<file path="config.mk">
export PLATFORM = sky130hd
export DESIGN_NAME = table_pointer_access
export DESIGN_NICKNAME = d
export VERILOG_FILES = /design/src/table_access_pkg.sv /design/src/table_pointer_access.sv
export SDC_FILE = /design/constraint.sdc
export NUM_CORES = 1
export LEC_CHECK = 0
export BUFFER_PORTS_ARGS = -buffer_cell sky130_fd_sc_hd__buf_4
export CAP_MARGIN = 20
export CORE_UTILIZATION = 50
export DETAILED_ROUTE_END_ITERATION = 8
export PLACE_DENSITY = 0.74
export SLEW_MARGIN = 5
export SYNTH_ARGS = -nofsm -noshare
export SYNTH_HDL_FRONTEND = slang
export SYNTH_SLANG_ARGS = --single-unit
</file>
<file path="constraint.sdc">
create_clock -name clk_sys -period 8.73 [get_ports clk_sys]
set_input_delay 1.3095 -clock clk_sys [delete_from_list [all_inputs] [get_ports clk_sys]]
set_output_delay 1.3095 -clock clk_sys [all_outputs]
set_load 0.005 [all_outputs]
</file>
<file path="src/table_access_pkg.sv">
// Purpose: Shared constants and types for the table pointer access unit
// Assumes: One system clock, register file on a classic Wishbone slave
// Notes: Register offsets are byte addresses of aligned 32-bit words
package table_access_pkg;
    // Pointer geometry
    localparam int PTR_W = 22; // Full byte pointer width
    localparam int LOW_W = 21; // Program space part of the pointer
    localparam int HOLD_W = 5; // Holding register index width
    localparam int ROW_LSB = 6; // First bit of the block selector
    localparam int ROW_W = 16; // Block selector width
    localparam int ADR_W = 8; // Bus address width

    // Register offsets
    localparam logic [7:0] OFF_LATCH = 8'h00;
    localparam logic [7:0] OFF_PTR_U = 8'h04;
    localparam logic [7:0] OFF_PTR_H = 8'h08;
    localparam logic [7:0] OFF_PTR_L = 8'h0c;
    localparam logic [7:0] OFF_CTRL = 8'h10;
    localparam logic [7:0] OFF_STAT = 8'h14;

    // Field positions
    localparam int CTRL_WRITE_BIT = 0; // Start timed block write
    localparam int CTRL_ERASE_BIT = 1; // Start block erase
    localparam int STAT_BUSY_BIT = 0; // Table read in flight
    localparam int STAT_FLASH_BIT = 1; // Flash array busy
    localparam int STAT_CFG_BIT = 2; // Pointer selects configuration space

    // Values after reset
    localparam logic [7:0] LATCH_RST = 8'h00;
    localparam logic [21:0] PTR_RST = 22'h000000;

    // Pointer update variants
    typedef enum logic [1:0] {
        MODE_KEEP = 2'h0,
        MODE_POST_INC = 2'h1,
        MODE_POST_DEC = 2'h2,
        MODE_PRE_INC = 2'h3
    } ptr_mode_t;

    // Sequencer states
    typedef enum logic [1:0] {
        ST_IDLE = 2'b01,
        ST_READ = 2'b10
    } state_t;
endpackage : table_access_pkg

</file>
<file path="src/table_pointer_access.sv">
// Purpose: Byte mover between program Flash and data RAM via a pointer
// Assumes: Decoder holds off new operations while op_busy is high
// Notes: Registers sit on a classic Wishbone slave, answer one cycle late
module table_pointer_access (
    input wire logic clk_sys,
    input wire logic arst_n,
    input wire logic wb_cyc,
    input wire logic wb_stb,
    input wire logic wb_we,
    input wire logic [7:0] wb_adr,
    input wire logic [3:0] wb_sel,
    input wire logic [31:0] wb_dat_w,
    output logic [31:0] wb_dat_r,
    output logic wb_ack,
    input wire logic op_valid,
    input wire logic op_is_write,
    input wire logic [1:0] op_mode,
    output logic op_busy,
    output logic op_done,
    output logic mem_rd_req,
    output logic [21:0] mem_addr,
    input wire logic [7:0] mem_rd_data,
    input wire logic mem_rd_valid,
    output logic hold_wr_en,
    output logic [4:0] hold_wr_index,
    output logic [7:0] hold_wr_data,
    output logic block_write_start,
    output logic erase_start,
    output logic [15:0] block_row,
    input wire logic flash_busy
);
    // Byte carried between Flash and RAM
    logic [7:0] table_transfer_latch;
    // Joined upper, high and low pointer bytes
    logic [21:0] program_byte_pointer;
    // Sequencer state
    table_access_pkg::state_t state;
    // Update variant of the operation in flight
    table_access_pkg::ptr_mode_t mode_q;
    // Access address chosen when the operation is taken
    logic [21:0] next_access;
    // Operation taken this cycle
    logic op_take;
    // Bus strobes, only in the cycle before the acknowledge
    logic bus_req;
    logic bus_wr;
    logic bus_rd;

    // Step the program space part, keeping the space select bit
    function automatic logic [21:0] bump(input logic [21:0] p, input logic down);
        logic [20:0] low;
        low = down ? p[20:0] - 21'h000001 : p[20:0] + 21'h000001;
        return {p[21], low};
    endfunction : bump

    // Pointer value left behind once the access is over
    function automatic logic [21:0] after_access(input logic [21:0] a,
                                                 input table_access_pkg::ptr_mode_t m);
        case (m)
            table_access_pkg::MODE_POST_INC: after_access = bump(a, 1'b0);
            table_access_pkg::MODE_POST_DEC: after_access = bump(a, 1'b1);
            default: after_access = a; // Keep, or already bumped before access
        endcase
    endfunction : after_access

    assign bus_req = wb_cyc && wb_stb && !wb_ack;
    assign bus_wr = bus_req && wb_we && wb_sel[0];
    assign bus_rd = bus_req && !wb_we;
    assign op_take = (state == table_access_pkg::ST_IDLE) && op_valid;

    // Pre-increment moves the pointer before it is used
    always_comb begin
        if (table_access_pkg::ptr_mode_t'(op_mode) == table_access_pkg::MODE_PRE_INC) begin
            next_access = bump(program_byte_pointer, 1'b0);
        end else begin
            next_access = program_byte_pointer;
        end
    end

    // Wishbone acknowledge, one cycle pulse per request
    always_ff @(posedge clk_sys or negedge arst_n) begin
        if (!arst_n) begin
            wb_ack <= 1'b0;
        end else begin
            wb_ack <= bus_req;
        end
    end

    // Read data mux, unmapped offsets read as zero
    always_ff @(posedge clk_sys or negedge arst_n) begin
        if (!arst_n) begin
            wb_dat_r <= 32'h00000000;
        end else if (bus_rd) begin
            case (wb_adr)
                table_access_pkg::OFF_LATCH: wb_dat_r <= {24'h000000, table_transfer_latch};
                table_access_pkg::OFF_PTR_U: wb_dat_r <= {26'h0000000, program_byte_pointer[21:16]};
                table_access_pkg::OFF_PTR_H: wb_dat_r <= {24'h000000, program_byte_pointer[15:8]};
                table_access_pkg::OFF_PTR_L: wb_dat_r <= {24'h000000, program_byte_pointer[7:0]};
                table_access_pkg::OFF_STAT: begin
                    wb_dat_r <= 32'h00000000;
                    wb_dat_r[table_access_pkg::STAT_BUSY_BIT] <= op_busy;
                    wb_dat_r[table_access_pkg::STAT_FLASH_BIT] <= flash_busy;
                    wb_dat_r[table_access_pkg::STAT_CFG_BIT] <= program_byte_pointer[21];
                end
                default: wb_dat_r <= 32'h00000000; // Control reads zero too
            endcase
        end
    end

    // Sequencer; writes finish in one cycle, reads wait for the array
    always_ff @(posedge clk_sys or negedge arst_n) begin
        if (!arst_n) begin
            state <= table_access_pkg::ST_IDLE;
            mode_q <= table_access_pkg::MODE_KEEP;
            op_busy <= 1'b0;
            op_done <= 1'b0;
            mem_rd_req <= 1'b0;
            mem_addr <= table_access_pkg::PTR_RST;
        end else begin
            op_done <= 1'b0;
            case (state)
                table_access_pkg::ST_IDLE: begin
                    if (op_take) begin
                        mode_q <= table_access_pkg::ptr_mode_t'(op_mode);
                        mem_addr <= next_access;
                        if (op_is_write) begin
                            op_done <= 1'b1;
                        end else begin
                            mem_rd_req <= 1'b1;
                            op_busy <= 1'b1;
                            state <= table_access_pkg::ST_READ;
                        end
                    end
                end
                table_access_pkg::ST_READ: begin
                    // Request held until the array answers
                    if (mem_rd_valid) begin
                        mem_rd_req <= 1'b0;
                        op_busy <= 1'b0;
                        op_done <= 1'b1;
                        state <= table_access_pkg::ST_IDLE;
                    end
                end
                default: begin
                    state <= table_access_pkg::ST_IDLE;
                    op_busy <= 1'b0;
                    mem_rd_req <= 1'b0;
                end
            endcase
        end
    end

    // Holding register write strobe with latch byte
    always_ff @(posedge clk_sys or negedge arst_n) begin
        if (!arst_n) begin
            hold_wr_en <= 1'b0;
            hold_wr_index <= 5'h00;
            hold_wr_data <= 8'h00;
        end else begin
            hold_wr_en <= op_take && op_is_write;
            if (op_take && op_is_write) begin
                hold_wr_index <= next_access[4:0];
                hold_wr_data <= table_transfer_latch;
            end
        end
    end

    // Transfer latch; an arriving Flash byte beats a bus write
    always_ff @(posedge clk_sys or negedge arst_n) begin
        if (!arst_n) begin
            table_transfer_latch <= table_access_pkg::LATCH_RST;
        end else if (state == table_access_pkg::ST_READ && mem_rd_valid) begin
            table_transfer_latch <= mem_rd_data;
        end else if (bus_wr && wb_adr == table_access_pkg::OFF_LATCH) begin
            table_transfer_latch <= wb_dat_w[7:0];
        end
    end

    // Pointer; a software byte write overrides the hardware update
    always_ff @(posedge clk_sys or negedge arst_n) begin
        if (!arst_n) begin
            program_byte_pointer <= table_access_pkg::PTR_RST;
        end else begin
            if (op_take && op_is_write) begin
                program_byte_pointer <= after_access(next_access,
                                                     table_access_pkg::ptr_mode_t'(op_mode));
            end else if (op_take) begin
                program_byte_pointer <= next_access; // Pre-increment shows at once
            end else if (state == table_access_pkg::ST_READ && mem_rd_valid) begin
                program_byte_pointer <= after_access(mem_addr, mode_q);
            end
            if (bus_wr) begin
                case (wb_adr)
                    table_access_pkg::OFF_PTR_U: program_byte_pointer[21:16] <= wb_dat_w[5:0];
                    table_access_pkg::OFF_PTR_H: program_byte_pointer[15:8] <= wb_dat_w[7:0];
                    table_access_pkg::OFF_PTR_L: program_byte_pointer[7:0] <= wb_dat_w[7:0];
                    default: begin
                    end
                endcase
            end
        end
    end

    // Block write and erase starts; refused while the array is busy
    always_ff @(posedge clk_sys or negedge arst_n) begin
        if (!arst_n) begin
            block_write_start <= 1'b0;
            erase_start <= 1'b0;
            block_row <= 16'h0000;
        end else begin
            block_write_start <= 1'b0;
            erase_start <= 1'b0;
            if (bus_wr && wb_adr == table_access_pkg::OFF_CTRL && !flash_busy) begin
                // Erase wins if both are asked at once
                if (wb_dat_w[table_access_pkg::CTRL_ERASE_BIT]) begin
                    erase_start <= 1'b1;
                    block_row <= program_byte_pointer[21:6];
                end else if (wb_dat_w[table_access_pkg::CTRL_WRITE_BIT]) begin
                    block_write_start <= 1'b1;
                    block_row <= program_byte_pointer[21:6];
                end
            end
        end
    end

    // Acknowledge is a single cycle
    ack_single_pulse_a: assert property (@(posedge clk_sys) disable iff (!arst_n)
        wb_ack |=> !wb_ack) else $error("ack held two cycles");

    // Read address is the whole pointer
    read_full_addr_a: assert property (@(posedge clk_sys) disable iff (!arst_n)
        op_take && !op_is_write && op_mode == 2'h0 |=> mem_rd_req && mem_addr == $past(program_byte_pointer))
        else $error("read address not the pointer");

    // Arriving byte lands in the latch
    latch_load_a: assert property (@(posedge clk_sys) disable iff (!arst_n)
        state == table_access_pkg::ST_READ && mem_rd_valid |=> op_done && table_transfer_latch == $past(mem_rd_data))
        else $error("latch missed read byte");

    // Holding index from pointer low bits
    hold_index_a: assert property (@(posedge clk_sys) disable iff (!arst_n)
        op_take && op_is_write && op_mode == 2'h0 |=> hold_wr_en && hold_wr_index == $past(program_byte_pointer[4:0]) && hold_wr_data == $past(table_transfer_latch))
        else $error("holding write wrong");

    // Block row for a timed write
    write_row_a: assert property (@(posedge clk_sys) disable iff (!arst_n)
        block_write_start && !$past(op_take) && !$past(state == table_access_pkg::ST_READ) |-> block_row == program_byte_pointer[21:6])
        else $error("write row wrong");

    // Block row for an erase
    erase_row_a: assert property (@(posedge clk_sys) disable iff (!arst_n)
        erase_start && !$past(op_take) && !$past(state == table_access_pkg::ST_READ) |-> block_row == program_byte_pointer[21:6] && !block_write_start)
        else $error("erase row wrong");

    // Pre-increment steps the access address
    pre_inc_a: assert property (@(posedge clk_sys) disable iff (!arst_n)
        op_take && op_mode == 2'h3 |=> mem_addr[21] == $past(program_byte_pointer[21]) && mem_addr[20:0] == $past(program_byte_pointer[20:0]) + 21'h000001)
        else $error("pre-increment wrong");

    // Post-increment after a finished read
    post_inc_a: assert property (@(posedge clk_sys) disable iff (!arst_n)
        op_done && mode_q == table_access_pkg::MODE_POST_INC && !$past(bus_wr) |-> program_byte_pointer[20:0] == mem_addr[20:0] + 21'h000001)
        else $error("post-increment wrong");

    // Space select bit survives pointer updates
    cfg_bit_kept_a: assert property (@(posedge clk_sys) disable iff (!arst_n)
        op_done && !$past(bus_wr) |-> program_byte_pointer[21] == mem_addr[21] && $stable(program_byte_pointer[21]))
        else $error("space select bit changed");

    // Busy exactly while a read waits
    busy_tracks_a: assert property (@(posedge clk_sys) disable iff (!arst_n)
        op_busy == (state == table_access_pkg::ST_READ) && op_busy == mem_rd_req)
        else $error("busy out of step");

    // Software byte write lands in the pointer
    ptr_low_write_a: assert property (@(posedge clk_sys) disable iff (!arst_n)
        bus_wr && wb_adr == table_access_pkg::OFF_PTR_L |=>
        program_byte_pointer[7:0] == $past(wb_dat_w[7:0]))
        else $error("pointer low byte not written");

    // Keep mode leaves the pointer at the access address
    keep_mode_a: assert property (@(posedge clk_sys) disable iff (!arst_n)
        op_done && mode_q == table_access_pkg::MODE_KEEP && !$past(bus_wr) |->
        program_byte_pointer == mem_addr)
        else $error("keep mode moved pointer");

    // Post-decrement wraps inside the low 21 bits
    post_dec_a: assert property (@(posedge clk_sys) disable iff (!arst_n)
        op_done && mode_q == table_access_pkg::MODE_POST_DEC && !$past(bus_wr) |->
        program_byte_pointer[20:0] == mem_addr[20:0] - 21'h000001)
        else $error("post-decrement wrong");

    // No block start while the array is still busy
    start_refused_a: assert property (@(posedge clk_sys) disable iff (!arst_n)
        flash_busy |=> !block_write_start && !erase_start)
        else $error("start taken while array busy");
endmodule : table_pointer_access

</file>
==> results of run 1 <==
## power groups by stage
stage	registers, uW	clock network, uW	logic [uW]
after floorplan	726	0	1180
after global placement	845	0	1520
after detailed placement	851	0	1550
after CTS	842	410	1550
after global routing	866	428	1740
final	848	407	1570
## kinds of logic (layout without fill, tap and decap cells)
kind of cell    after synthesis  after routing
flops                        98             98
compound gates              268            268
buf+inv                     107            154
mux                          51             51
simple gates                342            342
other cells                   1             24
fa+ha+maj                    41             41
xor+xnor                     46             46
## metrics by stage
stage                 util  hold WS [ns]  setup slack, ns  cells  total power (uW)
global route        0.5889        0.5148            3.125   1235              3034
detailed placement  0.5691        0.4702            3.182   1218              2396
CTS                 0.5884        0.4889            3.566   1234              2805
global placement    0.5691        0.4649            3.198   1218              2361
floorplan                -        0.4497            3.728    977              1902
finish              0.5889        0.4872            3.448   1235              2822
## per-layer routing
layer / vias up / part of all wire / track usage
met1: 3665 / 0.43 / 0.4013
met5: - / 0 / 0
met3: 50 / 0.068 / 0.04116
met2: 308 / 0.47 / 0.4986
met4: 0 / 0.031 / 0.1135
li1: 3590 / - / -
## cells in the mapped netlist (all sizes together), types with 18 or more instances
cell type	number
o21ai	80
nand2	126
a31oi	22
a21oi	34
inv	29
buf	38
mux2i	18
o211ai	26
xnor2	26
ha	38
nor2	68
dfrtp	97
clkbuf	40
nand3	28
mux2	27
nor3	26
## final cells by class
class                   instances  share of cell area
inverters                      29             0.01198
repair buffers                109             0.09007
clock inverters                 7            0.007988
well taps                     211             0.02906
multi-input cells             772              0.5660
flip-flops and latches         98              0.2701
clock buffers                   9             0.02479
## worst paths after layout
check | end | start | cells past startpoint | slack (ns)
max in group asynchronous | block_row[3] | arst_n | 2 | 6.69
max reg2reg | program_byte_pointer[20] | program_byte_pointer[1] | 12 | 4.10
min | wb_dat_r[7] | wb_dat_r[7] | 2 | 0.49
max | program_byte_pointer[14] | op_mode[0] | 15 | 3.45
min reg2reg | wb_dat_r[7] | wb_dat_r[7] | 2 | 0.49
min in group asynchronous | mode_q[1] | arst_n | 1 | 0.94
## sequential cells by signal, indices dropped and copies added, names as in the netlist, 2 cells and up
name / flops
wb_dat_r: 8
block_row: 16
hold_wr_index: 5
mode_q: 2
table_transfer_latch: 8
hold_wr_data: 8
mem_addr: 22
program_byte_pointer: 22
## critical path, delay by kind of cell
family / cells / cell delay [ns]
compound gates: 5 / 1.63
fa+ha+maj: 3 / 1.02
simple gates: 3 / 0.53
buf+inv: 4 / 0.99
==> out/qor.txt, run 1 <==
Row Count: 45
Hold Vio Cnt, Final: 0
Final nets: 1122
Fmax: 0.1893 GHz
layout cells sized above 1: 0.1738
Sw Pwr: 1333 uW
Netlist cell types: 84
P_leak: 0.004166 uW
Clock Skew: 0.009768 ns
WP data required: 8.98 ns
Area after DPL: 8780 um^2
first-pass detailed-route iteration total: 5
Worst-Skew Late Latency: 0.37 ns
Critical Path End Type: register
post-route setup TNS: 0 ns
Design Area, Final: 9085 um^2
overflow left after global routing: 0
Async SR Flop Fraction: 1.000
Cell Pwr Density: 310.6 nW/um^2
# port buffers: 101
Synth Area in Compound Gates: 0.2219
# resized after CTS: 0
clock sinks: 98
crit-path max cell delay: 0.52 ns
status: finished clean
Final Cycle Share: 0.6051
Initial Util: 0.5202
Logic pwr share: 0.555
worst path cell trace: buf_4, inv_1, ha_2, buf_4, inv_2, fa_1, nor2b_1, nor3_1, a2111o_1, a31oi_1, maj3_1, a32o_1, o21ai_0, nor3b_1, o32a_1
simple-gate share of the synthesized area: 0.2091
routed vias: 7613
Critical Path Most Common Cell: buf_4
cts bufs inserted: 9
ranking of synthesized cells by area: dfrtp_1, ha_1, nand2_1
Hold Crit Class: register to register
n_diodes: 0
Reg area: 2454 um^2
RSZ-0062 raised after global routing: false
register share of total power: 0.300
Worst-path clk slew: 0.08 ns
core area: 15430 um^2
Syn Area/Cell: 8.412 um^2
Pint: 1489 uW
commonest non-fill, non-tap cell in the layout: nand2_1
most frequent cells in the layout: nand2_1, buf_4, dfrtp_1, o21ai_0, nor2_1
post-synth top area share: 0.3025
largest net degree at the start of global routing: 68
number of flops mapped to enable cells by yosys: 0
area taken by multi-input logic gates: 5142 um^2
Vias per Instance: 6.164
WL/cell: 19.57 um
CTS tree: built
die width: 128.7 um
Setup-failing EPs final: 0
Sw Ratio: 0.4724
antenna violations before repair: 0
H-Tree Level Count: 3
height of the chip: 128.7 um
post-DP HPWL: 18.05 mm
adder-cell share of the synthesized area: 0.06548
combinational family with the most area after synthesis: compound AO/OA/AOI/OAI gates
cell count after synthesis: 954
mux cell area share after synthesis: 0.07717
cts hold-fix bufs: 0
first-pass GRT wire length: 37.94 mm
Yosys top cell by area: dfrtp_1
CP arrival: 5.53 ns
Global Route Usage Sum: 0.3011
slew margin rel.: 0.2895
Worst-Margin Slew: 1.063 ns
RePlAce Congestion: 0.9683
crit path max fanout: 51
Bufs on Longest Clock Path: 2
Routed Antenna Nets: 0
post-CTS setup buffer count: 0
CP Launch Type: input port
Synth Register Bits: 98
number of global-route vias before repair: 6818
CTS Root Cell: clkbuf_16
Area growth syn-to-layout: 13.21%
synthesized area: 8025 um^2
register area share after synthesis: 0.3057
WL final: 24.17 mm
clock power share: 0.144
Tmin final: 5.282 ns
Slew Viols, Final: 0
Boundary Pins: 153
die area: 16560 um^2
Main synth FF type: dfrtp_1
Slowest cell on crit path: fa_1
yosys warns: 0
initial DRC count: 624
CP Class: input port to register
post-synthesis xor/xnor area fraction: 0.05535
Fillers: 1467
Max-Cap Viols: 0
Residual DRC: 0
Peak VDD IR: 0.1723 mV
Power figures use the tool's default switching activity.
==> run 2: changes to the inputs <==
==> constraint.sdc (replaced) <==
create_clock -name clk_sys -period 5.24 [get_ports clk_sys]
set_input_delay 0.786 -clock clk_sys [delete_from_list [all_inputs] [get_ports clk_sys]]
set_output_delay 0.786 -clock clk_sys [all_outputs]
set_load 0.005 [all_outputs]
==> run 2 against run 1 <==
Compared with the run above:
- final area grew 0.80%
- global-route usage shrank 0.20 points
- critical path type unchanged
- wire length grew 0.38%
- critical endpoint unchanged
==> out/qor.txt, run 2 (synthesized netlist as in run 1, its figures left out) <==
number of global-route vias before repair: 6843
status: finished clean
register share of total power: 0.293
clock sinks: 98
DP Worst Slack: 0.4607 ns
Critical Path End Type: register
Residual DRC: 0
Logic pwr share: 0.557
clock power share: 0.150
first-pass GRT wire length: 37.57 mm
slew margin rel.: 0.3184
Final nets: 1129
Clock Skew: 0.008650 ns
n_diodes: 0
RePlAce Congestion: 0.9818
die area: 16560 um^2
Boundary Pins: 153
WL final: 24.27 mm
height of the chip: 128.7 um
routed vias: 7708
Pint: 2554 uW
Worst-Skew Late Latency: 0.36 ns
Worst-path clk slew: 0.08 ns
post-DP HPWL: 18.23 mm
largest net degree at the start of global routing: 57
commonest non-fill, non-tap cell in the layout: nand2_1
Global Route Usage Sum: 0.2991
Sw Pwr: 2217 uW
Fillers: 1445
# resized after CTS: 0
initial DRC count: 722
WL/cell: 19.54 um
cts hold-fix bufs: 0
die width: 128.7 um
WP data required: 5.49 ns
Row Count: 45
cts bufs inserted: 9
Bufs on Longest Clock Path: 2
core area: 15430 um^2
Final Cycle Share: 0.8688
Cell Pwr Density: 521.1 nW/um^2
CTS Root Cell: clkbuf_16
CP Class: input port to register
first-pass detailed-route iteration total: 5
CP arrival: 4.80 ns
Sw Ratio: 0.4647
Area growth syn-to-layout: 14.11%
post-CTS setup buffer count: 0
Hold Crit Class: input port to asynchronous set/reset pin
Fmax: 0.2197 GHz
Peak VDD IR: 0.3118 mV
Slew Viols, Final: 0
Initial Util: 0.5202
Hold Vio Cnt, Final: 0
most frequent cells in the layout: nand2_1, buf_4, dfrtp_1, o21ai_0, nor2_1
crit path max fanout: 9
Routed Antenna Nets: 0
layout cells sized above 1: 0.1794
RSZ-0062 raised after global routing: false
Tmin final: 4.553 ns
P_leak: 0.004213 uW
Worst-Margin Slew: 1.020 ns
H-Tree Level Count: 3
antenna violations before repair: 0
Max-Cap Viols: 0
overflow left after global routing: 0
CTS tree: built
PnR worst setup slack: 0.6874 ns
post-route setup TNS: 0 ns
Hold Worst Slack: 0.4643 ns
Vias per Instance: 6.206
CP Launch Type: input port
Top Registers: mem_addr x22, program_byte_pointer x22, block_row x16
# port buffers: 101
Setup-failing EPs final: 0
-- run 2: changes by cell type in the layout (fill, tap and decap cells not counted), sizes merged --
| cell | change |
|---|---|
| clkinvlp | -1 |
| bufinv | +1 |
| buf | +7 |
-- run 2: layer usage --
layer | vias up | share of wire | GRT usage
li1 | 3595 | - | -
met1 | 3720 | 0.43 | 0.4077
met2 | 341 | 0.47 | 0.4868
met3 | 52 | 0.070 | 0.03909
met4 | 0 | 0.030 | 0.1100
met5 | - | 0 | 0
-- run 2: path summary, 6_finish.rpt --
path	startpoint	to	slack, ns	cells after the start
worst max-delay path	op_mode[0]	program_byte_pointer[14]	0.69	16
worst min-delay path	arst_n	mode_q[0]	0.46	1
worst max register to register	program_byte_pointer[1]	program_byte_pointer[14]	0.85	14
worst min register to register	wb_dat_r[7]	wb_dat_r[7]	0.48	2
max in group asynchronous	arst_n	program_byte_pointer[3]	3.73	2
min in group clk_sys	wb_dat_r[7]	wb_dat_r[7]	0.48	2
-- run 2: layout make-up --
| cell class | count | area (um^2) | share of cell area |
|---|---|---|---|
| clock buffers | 9 | 225.2 | 0.02459 |
| inverters | 29 | 108.9 | 0.01189 |
| clock inverters | 7 | 92.59 | 0.01011 |
| well taps | 211 | 264.0 | 0.02883 |
| repair buffers | 116 | 870.8 | 0.09509 |
| multi-input cells | 772 | 5142 | 0.5616 |
| flip-flops and latches | 98 | 2454 | 0.2679 |
-- run 2: metrics by stage --
step             util  power [uW]  instances  area [um^2]
4_1_cts        0.5936        4745       1242         9158
3_5_place_dp   0.5730        4023       1226         8840
6_report       0.5936        4772       1242         9158
2_1_floorplan       -        3168        977         8112
3_3_place_gp   0.5730        3972       1226         8840
5_1_grt        0.5936        5122       1242         9158
-- run 2: worst max-delay path, stage by stage --
cell and delay, ns:
buf_4 0.11, ha_1 0.46, nand3_2 0.26, nor2_1 0.35
nand2_1 0.11, xor2_1 0.33, inv_1 0.08, ha_1 0.37
o21a_1 0.15, nor2_1 0.03, a31oi_1 0.44, maj3_1 0.36
a32o_1 0.32, o21ai_0 0.14, nor3b_1 0.15, o32a_1 0.35
-- run 2: power groups by stage --
stage / Sequential, uW / Combinational [uW] / Clock, uW
final: 1400 / 2660 / 715
after global routing: 1430 / 2940 / 751
after CTS: 1390 / 2630 / 725
after detailed placement: 1400 / 2620 / 0
after global placement: 1390 / 2580 / 0
after floorplan: 1210 / 1960 / 0
==> run 3: changes to the inputs <==
--- a/config.mk
+++ b/config.mk
@@ -7,9 +7,9 @@
 export LEC_CHECK = 0
 export BUFFER_PORTS_ARGS = -buffer_cell sky130_fd_sc_hd__buf_4
 export CAP_MARGIN = 20
-export CORE_UTILIZATION = 50
+export CORE_UTILIZATION = 57
 export DETAILED_ROUTE_END_ITERATION = 8
-export PLACE_DENSITY = 0.74
+export PLACE_DENSITY = 0.86
 export SLEW_MARGIN = 5
 export SYNTH_ARGS = -nofsm -noshare
 export SYNTH_HDL_FRONTEND = slang
==> run 3 against run 2 <==
Compared with the run above:
- clock skew grew 0.0047 ns
- non-clock buffer count is 2 higher
- sequential cell count unchanged
- clock power up 9.8%
- register-to-register slack worse by 0.08 ns
- sequential power barely moved
- largest cell class unchanged
- largest power group unchanged
==> out/qor.txt, run 3 (synthesized netlist as in run 1, its figures left out) <==
Setup-failing EPs final: 0
Hold Worst Slack: 0.4625 ns
n_diodes: 0
area taken by multi-input logic gates: 5142 um^2
Buf/Inv on CP: 2
first-pass detailed-route iteration total: 5
RePlAce Congestion: 0.9797
Top Registers: mem_addr x22, program_byte_pointer x22, block_row x16
Bufs on Longest Clock Path: 2
overflow left after global routing: 0
die area: 14560 um^2
Routed Antenna Nets: 0
status: finished clean
Worst-path clk slew: 0.07 ns
Slew Viols, Final: 0
CP Class: input port to register
Worst-Margin Slew: 1.033 ns
Slowest cell on crit path: ha_1
Critical Path End Type: register
Cell Pwr Density: 529.7 nW/um^2
post-CTS setup buffer count: 0
clock sinks: 98
# resized after CTS: 0
CTS tree: built
Global Route Usage Sum: 0.3406
cts bufs inserted: 9
Residual DRC: 0
first-pass GRT wire length: 38.17 mm
Tmin final: 4.555 ns
worst path cell trace: buf_4, ha_1, nand3_2, nor2_1, nand2_1, xor2_1, inv_1, ha_1, o21a_1, nor2_1, a31oi_1, maj3_1, a32o_1, o21ai_0, nor3b_1, o32a_1
# port buffers: 101
slew margin rel.: 0.3095
cts hold-fix bufs: 0
post-route setup TNS: 0 ns
Fillers: 1099
Clock Skew: 0.01335 ns
Max-Cap Viols: 0
Final nets: 1131
crit path max fanout: 9
CP Launch Type: input port
Worst-Skew Late Latency: 0.36 ns
post-DP HPWL: 17.89 mm
CP arrival: 4.80 ns
most frequent cells in the layout: nand2_1, buf_4, dfrtp_1, o21ai_0, nor2_1
Hold Vio Cnt, Final: 0
Boundary Pins: 153
WP data required: 5.48 ns
Vias per Instance: 6.469
Peak VDD IR: 0.3370 mV
Hold Crit Class: input port to asynchronous set/reset pin
commonest non-fill, non-tap cell in the layout: nand2_1
initial DRC count: 702
number of global-route vias before repair: 7316
P_leak: 0.004236 uW
Final Cycle Share: 0.8693
WL final: 24.10 mm
WL/cell: 19.94 um
Total Power: 4854 uW
Top delay family on crit path: compound AO/OA/AOI/OAI gates
RSZ-0062 raised after global routing: false
core area: 13510 um^2
Row Count: 42
Area growth syn-to-layout: 14.19%
antenna violations before repair: 0
die width: 120.7 um
layout cells sized above 1: 0.1801
Cells after DPL: 1192
height of the chip: 120.7 um
largest net degree at the start of global routing: 58
Reg area: 2454 um^2
H-Tree Level Count: 3
routed vias: 7821
CTS Root Cell: clkbuf_16
Fmax: 0.2195 GHz
Initial Util: 0.5942
crit-path max cell delay: 0.45 ns
Non-Filler Instances: 1209
-- run 3: cell types whose count changed in the layout (fill, tap and decap cells not counted) --
cell | before | now
clkinv_4 | 2 | 1
inv_6 | 2 | 1
buf_4 | 116 | 118
clkbuf_1 | 0 | 1
inv_8 | 1 | 0
bufinv_16 | 1 | 3
-- run 3: worst reg2reg max path, stage by stage (launching register included) --
cell and delay, ns:
dfrtp_1 0.64, ha_1 0.38, nand2_1 0.10, xor2_1 0.27, inv_1 0.11, ha_1 0.34
nor2b_1 0.28, nor3_1 0.08, a2111o_1 0.36, a31oi_1 0.47, maj3_1 0.36, a32o_1 0.32
o21ai_0 0.13, nor3b_1 0.16, o32a_1 0.34
-- run 3: worst paths after layout --
check,start,slack [ns],end,cells after the start
max in group asynchronous,arst_n,3.74,program_byte_pointer[0],2
max reg2reg,program_byte_pointer[1],0.77,program_byte_pointer[14],14
min reg2reg,hold_wr_index[1],0.49,hold_wr_index[1],2
min,arst_n,0.46,mode_q[1],1
min in group clk_sys,hold_wr_index[1],0.49,hold_wr_index[1],2
max,op_mode[1],0.68,program_byte_pointer[14],16
-- run 3: cell type report --
type | instances | share of cell area
repair buffers | 118 | 0.09667
inverters | 29 | 0.01188
well taps | 176 | 0.02403
multi-input cells | 772 | 0.5612
flip-flops and latches | 98 | 0.2677
clock inverters | 6 | 0.01352
clock buffers | 10 | 0.02499
-- run 3: per-stage QoR --
step	util	area, um^2	setup WS [ns]
floorplan	-	8112	0.7616
global placement	0.6518	8803	0.5921
detailed placement	0.6518	8803	0.4659
CTS	0.6780	9156	0.7816
global route	0.6785	9164	0.4132
finish	0.6785	9164	0.6848
-- run 3: metal layers --
layer,global-route usage,share of wire,vias up
li1,-,-,3598
met1,0.4310,0.40,3768
met2,0.5550,0.47,365
met3,0.06604,0.081,90
met4,0.1705,0.048,0
met5,0,0,-
-- run 3: power by group --
group / internal [uW] / total [uW] / switching (uW)
combinational: 1170 / 2650 / 1480
sequential: 1000 / 1420 / 415
clock: 474 / 785 / 312
total: 2640 / 4850 / 2210
